[config.mk]
export PLATFORM = sky130hd
export DESIGN_NAME = asai_exec
export DESIGN_NICKNAME = d
export VERILOG_FILES = /design/src/verilog/asai_pkg.sv /design/src/verilog/asai_adder.sv /design/src/verilog/asai_exec.sv
export SDC_FILE = /design/constraint.sdc
export NUM_CORES = 1
export LEC_CHECK = 0
export BUFFER_PORTS_ARGS = -buffer_cell sky130_fd_sc_hd__buf_2
export CAP_MARGIN = 25
export CORE_MARGIN = 2
export CORE_UTILIZATION = 40
export CTS_BUF_LIST = sky130_fd_sc_hd__clkbuf_4 sky130_fd_sc_hd__clkbuf_8 sky130_fd_sc_hd__clkbuf_16
export CTS_CLUSTER_SIZE = 12
export DETAILED_ROUTE_END_ITERATION = 12
export PLACE_DENSITY = 0.75
export SYNTH_ARGS = -nofsm -noshare
export SYNTH_HDL_FRONTEND = slang
export SYNTH_HIERARCHICAL = 1
export SYNTH_SLANG_ARGS = --single-unit
export TNS_END_PERCENT = 5
[constraint.sdc]
create_clock -name clk -period 2.6 [get_ports clk]
set_clock_uncertainty 0.1 [all_clocks]
set_input_delay 0.39 -clock clk [delete_from_list [all_inputs] [get_ports clk]]
set_output_delay 0.39 -clock clk [all_outputs]
set_load 0.02 [all_outputs]
[src/verilog/asai_pkg.sv]
// Package of constants for the converter-start and add instruction executor
package asai_pkg;
    // ----------------------------------------
    // Widths and bit positions
    // ----------------------------------------
    localparam int unsigned NIB_W = 4;
    localparam int unsigned CTRL_MODE_BIT = 3;
    // ----------------------------------------
    // Operation select codes
    // ----------------------------------------
    localparam logic [2:0] OP_NONE = 3'h0;
    localparam logic [2:0] OP_CONVERT_START = 3'h1;
    localparam logic [2:0] OP_ADD_MEMORY = 3'h2;
    localparam logic [2:0] OP_ADD_MEMORY_CARRY = 3'h3;
    localparam logic [2:0] OP_ADD_IMMEDIATE = 3'h4;
    // ----------------------------------------
    // Reset values
    // ----------------------------------------
    localparam logic [3:0] ACC_RESET = 4'h0;
    localparam logic CARRY_RESET = 1'b0;
    localparam logic DONE_RESET = 1'b0;
endpackage

[src/verilog/asai_adder.sv]
// Four-bit adder with carry in and carry out
`timescale 1ns/1ns
module asai_adder #(
    parameter int unsigned WIDTH = 4
) (
    input wire logic [WIDTH-1:0] a,
    input wire logic [WIDTH-1:0] b,
    input wire logic cin,
    output logic [WIDTH-1:0] sum,
    output logic cout
);
    logic [WIDTH:0] full;
    always_comb begin
        full = {1'b0, a} + {1'b0, b} + {{WIDTH{1'b0}}, cin};
        sum = full[WIDTH-1:0];
        cout = full[WIDTH];
    end
endmodule // asai_adder

[src/verilog/asai_exec.sv]
// Executor for converter start, add-memory, add-memory-with-carry and immediate add
//
// Summary of operation
// [RL1] Converter start clears the conversion-done flag.
// [RL2] Mode bit 0: converter start begins an A/D conversion.
// [RL3] Mode bit 1: converter start begins comparator operation instead.
// [RL4] Add-memory puts accumulator plus addressed memory nibble into accumulator.
// [RL5] Add-memory leaves the carry flag untouched.
// [RL6] Add-memory-with-carry adds carry too and loads carry-out into carry flag.
// [RL7] Immediate add takes 0 to 15 and skips next instruction on overflow.
// [RL8] Immediate add never alters the carry flag.
// [RL9] Each instruction is one word and completes in one machine cycle.
// [RL10] Mode bit is bit 3 of the converter control register.
// [RL11] Nibbles are 4 bits; sums modulo 16; overflow is carry out of bit 3.
`timescale 1ns/1ns
module asai_exec (
    input wire logic clk,
    input wire logic arst_n,
    input wire logic op_valid,
    input wire logic [2:0] op_sel,
    input wire logic [3:0] immediate,
    input wire logic [3:0] mem_nibble,
    input wire logic [3:0] converter_control_reg,
    input wire logic conversion_complete,
    output logic [3:0] accumulator,
    output logic carry_flag,
    output logic conversion_done_flag,
    output logic skip_next,
    output logic conversion_start,
    output logic comparator_start,
    output logic op_done
);

    // ----------------------------------------
    // Operation decode
    // ----------------------------------------
    logic do_convert;
    logic do_add_memory;
    logic do_add_carry;
    logic do_add_immediate;
    logic do_any;

    // Refused codes raise no strobe, so they change nothing
    always_comb begin
        do_convert = 1'b0;
        do_add_memory = 1'b0;
        do_add_carry = 1'b0;
        do_add_immediate = 1'b0;
        if (op_valid) begin
            case (op_sel)
                asai_pkg::OP_CONVERT_START: begin
                    do_convert = 1'b1;
                end
                asai_pkg::OP_ADD_MEMORY: begin
                    do_add_memory = 1'b1;
                end
                asai_pkg::OP_ADD_MEMORY_CARRY: begin
                    do_add_carry = 1'b1;
                end
                asai_pkg::OP_ADD_IMMEDIATE: begin
                    do_add_immediate = 1'b1;
                end
                default: begin
                    do_convert = 1'b0;
                end
            endcase
        end
        do_any = do_convert | do_add_memory | do_add_carry | do_add_immediate;
    end

    // ----------------------------------------
    // Arithmetic
    // ----------------------------------------
    logic add_cin;
    logic [3:0] add_b;
    logic [3:0] add_sum;
    logic add_cout;

    always_comb begin
        // Immediate add takes its operand from the instruction, the others from memory
        add_b = do_add_immediate ? immediate : mem_nibble;
        add_cin = do_add_carry ? carry_flag : 1'b0; // [RL6]
    end

    // One adder serves all three adds; only the with-carry form keeps its carry-out
    asai_adder #(
        .WIDTH(asai_pkg::NIB_W)
    ) asai_adder_inst (
        .a(accumulator),
        .b(add_b),
        .cin(add_cin),
        .sum(add_sum),
        .cout(add_cout)
    ); // [RL11]

    // ----------------------------------------
    // Accumulator
    // ----------------------------------------
    logic [3:0] next_accumulator;

    always_comb begin
        next_accumulator = accumulator;
        // The fifth bit of the sum is dropped, so results wrap modulo 16
        if (do_add_memory || do_add_carry || do_add_immediate) begin
            next_accumulator = add_sum; // [RL4] [RL6] [RL7] [RL11]
        end
    end

    always_ff @(posedge clk or negedge arst_n) begin
        if (!arst_n) begin
            accumulator <= asai_pkg::ACC_RESET;
        end else begin
            accumulator <= next_accumulator;
        end
    end

    // ----------------------------------------
    // Carry flag
    // ----------------------------------------
    logic next_carry_flag;

    always_comb begin
        // Plain and immediate adds hold the flag even when they overflow
        next_carry_flag = carry_flag; // [RL5] [RL8]
        if (do_add_carry) begin
            next_carry_flag = add_cout; // [RL6]
        end
    end

    always_ff @(posedge clk or negedge arst_n) begin
        if (!arst_n) begin
            carry_flag <= asai_pkg::CARRY_RESET;
        end else begin
            carry_flag <= next_carry_flag;
        end
    end

    // ----------------------------------------
    // Conversion-done flag
    // ----------------------------------------
    logic next_conversion_done_flag;

    always_comb begin
        // Completion sets the flag; a start in the same cycle still clears it,
        // since the new conversion supersedes the one that just ended
        next_conversion_done_flag = conversion_done_flag | conversion_complete;
        if (do_convert) begin
            next_conversion_done_flag = 1'b0; // [RL1]
        end
    end

    always_ff @(posedge clk or negedge arst_n) begin
        if (!arst_n) begin
            conversion_done_flag <= asai_pkg::DONE_RESET;
        end else begin
            conversion_done_flag <= next_conversion_done_flag;
        end
    end

    // ----------------------------------------
    // Converter start
    // ----------------------------------------
    logic mode_bit;
    logic next_conversion_start;
    logic next_comparator_start;

    always_comb begin
        mode_bit = converter_control_reg[asai_pkg::CTRL_MODE_BIT]; // [RL10]
        next_conversion_start = 1'b0;
        next_comparator_start = 1'b0;
        // Exactly one of the two starts fires; the mode bit picks which
        if (do_convert) begin
            next_conversion_start = ~mode_bit; // [RL2]
            next_comparator_start = mode_bit; // [RL3]
        end
    end

    always_ff @(posedge clk or negedge arst_n) begin
        if (!arst_n) begin
            conversion_start <= 1'b0;
            comparator_start <= 1'b0;
        end else begin
            conversion_start <= next_conversion_start;
            comparator_start <= next_comparator_start;
        end
    end

    // ----------------------------------------
    // Skip request
    // ----------------------------------------
    logic next_skip_next;

    always_comb begin
        // Overflow of the immediate add makes the sequencer pass over the next word
        next_skip_next = do_add_immediate & add_cout; // [RL7]
    end

    always_ff @(posedge clk or negedge arst_n) begin
        if (!arst_n) begin
            skip_next <= 1'b0;
        end else begin
            skip_next <= next_skip_next;
        end
    end

    // ----------------------------------------
    // Completion
    // ----------------------------------------
    logic next_op_done;

    always_comb begin
        // Every accepted instruction finishes in the cycle that takes it
        next_op_done = do_any; // [RL9]
    end

    always_ff @(posedge clk or negedge arst_n) begin
        if (!arst_n) begin
            op_done <= 1'b0;
        end else begin
            op_done <= next_op_done;
        end
    end
endmodule // asai_exec

==> qor.txt <==
Initial antenna violation count = 0
Storage element area = 250.2 µm²
Post-route ant nets = 0
DR iter-0 viols = 15
Final Cycle Share = 96.06%
Area of the die = 2178 µm²
Sw Ratio = 37.90%
DRC Markers = 0
CP max stage delay = 480 ps
Syn Std Cell Area = 728.2 µm²
Starting Density = 42.17%
Met2 Track Usage GR = 29.17%
Final hold vios = 0
Htree depth = 1
Worst EP required = 2650 ps
Die Wd = 46.67 µm
MaxCap Viol Count = 0
TritonCTS Sinks = 10
Synth unique cells = 28
GPL Wtd Cong = 0.8055
DR WL/cell = 11.80 µm
Syn Inst Count = 71
Hold WS = 166.2 ps
Slew Limit Fails = 0
Gr busiest metal = met2
HP Class = in -> reg
N_diodes = 0
CTS tree = built
Post-DR vias/cell = 5.119
DRT Wirelength = 1593 µm
CTS buffer count = 3
Crit end category = flip-flop
CTS root buf = clkbuf_4
Largest net degree at the start of global routing = 11
Met3 Use GR = 3.529%
Area Overhead vs Synth = 37.97%
Total global-route track usage = 17.17%
Clock Latency Late Sink = 280 ps
Grt ovf = 0
Min-delay src = converter_control_reg[3]
Overall Power = 0.6943 mW
Slowest CP cell = or4b_1
Combinational power share = 46.4%
Sequence of cells on the critical path = buf_2 > nor2_4 > and3_4 > mux2_4 > fa_2 > inv_1 > fa_1 > xnor2_1 > or4b_1 > o21ai_0 > a211oi_1
Relative slew slack = 82.27%
Longest Clk Path Bufs = 2
CP Class = in -> reg
Number of placed I/O pins = 29
Critical Path Start = op_sel[0]
# setup viols final = 0
Final core utilization = 58.19%
Rows = 15
Post-CTS Setup Repair Bufs = 0
Clk pwr share = 21.3%
CP max FO = 5
Internal Pwr Total = 0.4311 mW
Sequential share of the synthesized area = 34.36%
Cell Pwr Density = 691.0 nW/µm²
Via count = 691
Vias in the first global route = 662
Switch Pwr = 0.2631 mW
RR Startpoint = carry_flag$_DFFE_PN0P_
Port Buffer Count = 25
Fraction of layout cells with a size suffix above 1 = 47.27%
Min Tclk post-route = 2498 ps
Worst-path clk slew = 70 ps
Syn Nets = 95
First-pass GRT wire length = 2615 µm
Drt pass-1 iters = 4
Fillcell total = 167
DP Wirelength = 1254 µm
Critical path launch point type = input port
Resize count post-CTS = 0
Synth Register Bits = 10
Leak = 0.5027 nW
Worst-Margin Slew = 265.1 ps
Unrepaired setup endpoints after global routing = false
Crit path DAT = 2550 ps
Seq pwr share = 32.4%
Outcome = finished, final reports clean
Footprint of the multi-input gates = 435.4 µm²
Met1 GRT Util = 20.62%
Warnings, synthesis = 6
Syn avg cell area = 10.26 µm²
Fin nets = 135
Core footprint = 1727 µm²
Chip height = 46.67 µm
Max Clock Freq = 400.4 MHz
VDD IR max = 0.0003245 V
==> cells by family (layout without fill, tap and decap cells) <==
group / count (synthesis) / in the layout / share of synthesized area, %
AND/OR/NAND/NOR: 22 / 22 / 19.07
AO/OA/AOI/OAI: 16 / 16 / 15.64
flip-flops: 10 / 10 / 34.36
buffers and inverters: 10 / 49 / 6.873
adder cells (fa/ha/maj): 5 / 5 / 10.65
multiplexers: 5 / 5 / 9.794
XOR/XNOR: 3 / 3 / 3.609
==> metal layers <==
metal / wire [µm] / share of wire, %
met2: 755 / 47
met1: 708 / 44
met4: 23 / 1.4
met3: 106 / 6.7
met5: 0 / 0
==> metrics by stage <==
step	cell area, µm²	worst slack, ps	setup TNS [ps]	instances
after floorplan	738.2	-39.58	-47.17	71
after global placement	958.4	-146.0	-306.7	130
after detailed placement	958.4	-163.0	-411.8	130
after CTS	1005	89.27	0	135
after global routing	1005	11.15	0	135
final	1005	102.3	0	135
==> final cells by class <==
| class | instances | area share (%) |
|---|---|---|
| Multi-Input combinational cell | 51 | 43.34 |
| Timing Repair Buffer | 38 | 22.42 |
| Inverter | 7 | 2.615 |
| Sequential cell | 10 | 24.91 |
| Clock buffer | 4 | 3.611 |
| Tap cell | 25 | 3.113 |
==> flip-flops by register name, indices dropped and copies added, names as in the netlist <==
register / cells
accumulator: 4
carry_flag: 1
comparator_start: 1
conversion_done_flag: 1
conversion_start: 1
op_done: 1
skip_next: 1
==> cells in the mapped netlist <==
library cell,count,area [µm²]
fa_1,2,40.04
nor2_2,1,6.260
and2_2,1,7.510
ha_1,3,37.54
or2_2,1,6.260
xor2_1,1,8.760
buf_2,1,5.000
mux2_2,1,11.26
o21a_1,1,7.510
or4b_1,4,40.04
a21o_1,1,7.510
nand4b_1,1,8.760
nor2_1,9,33.78
buf_6,1,11.26
o21ai_0,5,25.02
dfrtp_1,10,250.2
nand2b_1,1,6.260
mux2_4,4,60.06
inv_1,7,26.28
a21oi_2,1,8.760
xnor2_1,2,17.52
or2b_1,1,7.510
o32ai_1,4,35.03
nor2b_1,1,6.260
and3_4,1,11.26
buf_4,1,7.510
nand3_1,1,5.000
a211oi_1,4,30.03
==> cells in the final DEF (no fill, tap or decap) <==
cell           Yosys  final
buf_2              1     25
o21ai_1            0      1
nand3_1            1      1
dlygate4sd3_1      0      1
or2b_1             1      1
nor2_4             0      1
buf_4              1     12
nand2b_1           1      1
a21o_1             1      1
dfrtp_1           10     10
ha_1               3      3
and2_2             1      1
a21oi_2            1      1
xor2_1             1      1
clkbuf_8           0      1
or4b_1             4      4
or2_2              1      1
o21a_1             1      1
a211oi_1           4      4
nand4b_1           1      1
mux2_2             1      1
nor2_1             9      9
fa_2               0      1
xnor2_1            2      2
clkbuf_4           0      3
inv_1              7      7
fa_1               2      1
mux2_4             4      4
and3_4             1      1
o21ai_0            5      4
o32ai_1            4      4
nor2b_1            1      1
==> power by group through the flow <==
stage	combinational, mW	sequential (mW)	clock, mW
after floorplan	0.162	0.260	0
after global placement	0.312	0.227	0
after detailed placement	0.322	0.228	0
after CTS	0.325	0.226	0.144
after global routing	0.359	0.231	0.155
final	0.322	0.225	0.148
==> what timing repair did <==
action	CTS	global route
hold buffers	1	0
endpoints found under the setup margin	0	0
hold endpoints to repair	10	0
==> critical path, delay by kind of cell <==
family,cells,cell delay (ps)
xor+xnor,1,100
compound gates,2,210
simple gates,3,810
buf+inv,2,190
mux,1,310
fa+ha+maj,2,530
==> final timing paths <==
check                                                  to  slack [ps]  cells after the start
max reg2reg                    accumulator[2]$_DFFE_PN0P_         300                      9
min                            conversion_start$_DFF_PN0_         170                      2
max                            accumulator[2]$_DFFE_PN0P_         100                     11
max in group asynchronous      accumulator[0]$_DFFE_PN0P_        1820                      2
min reg2reg                conversion_done_flag$_DFF_PN0_         380                      1
min in group asynchronous      comparator_start$_DFF_PN0_         400                      2
Note: power is estimated with default switching activity, not from simulation.
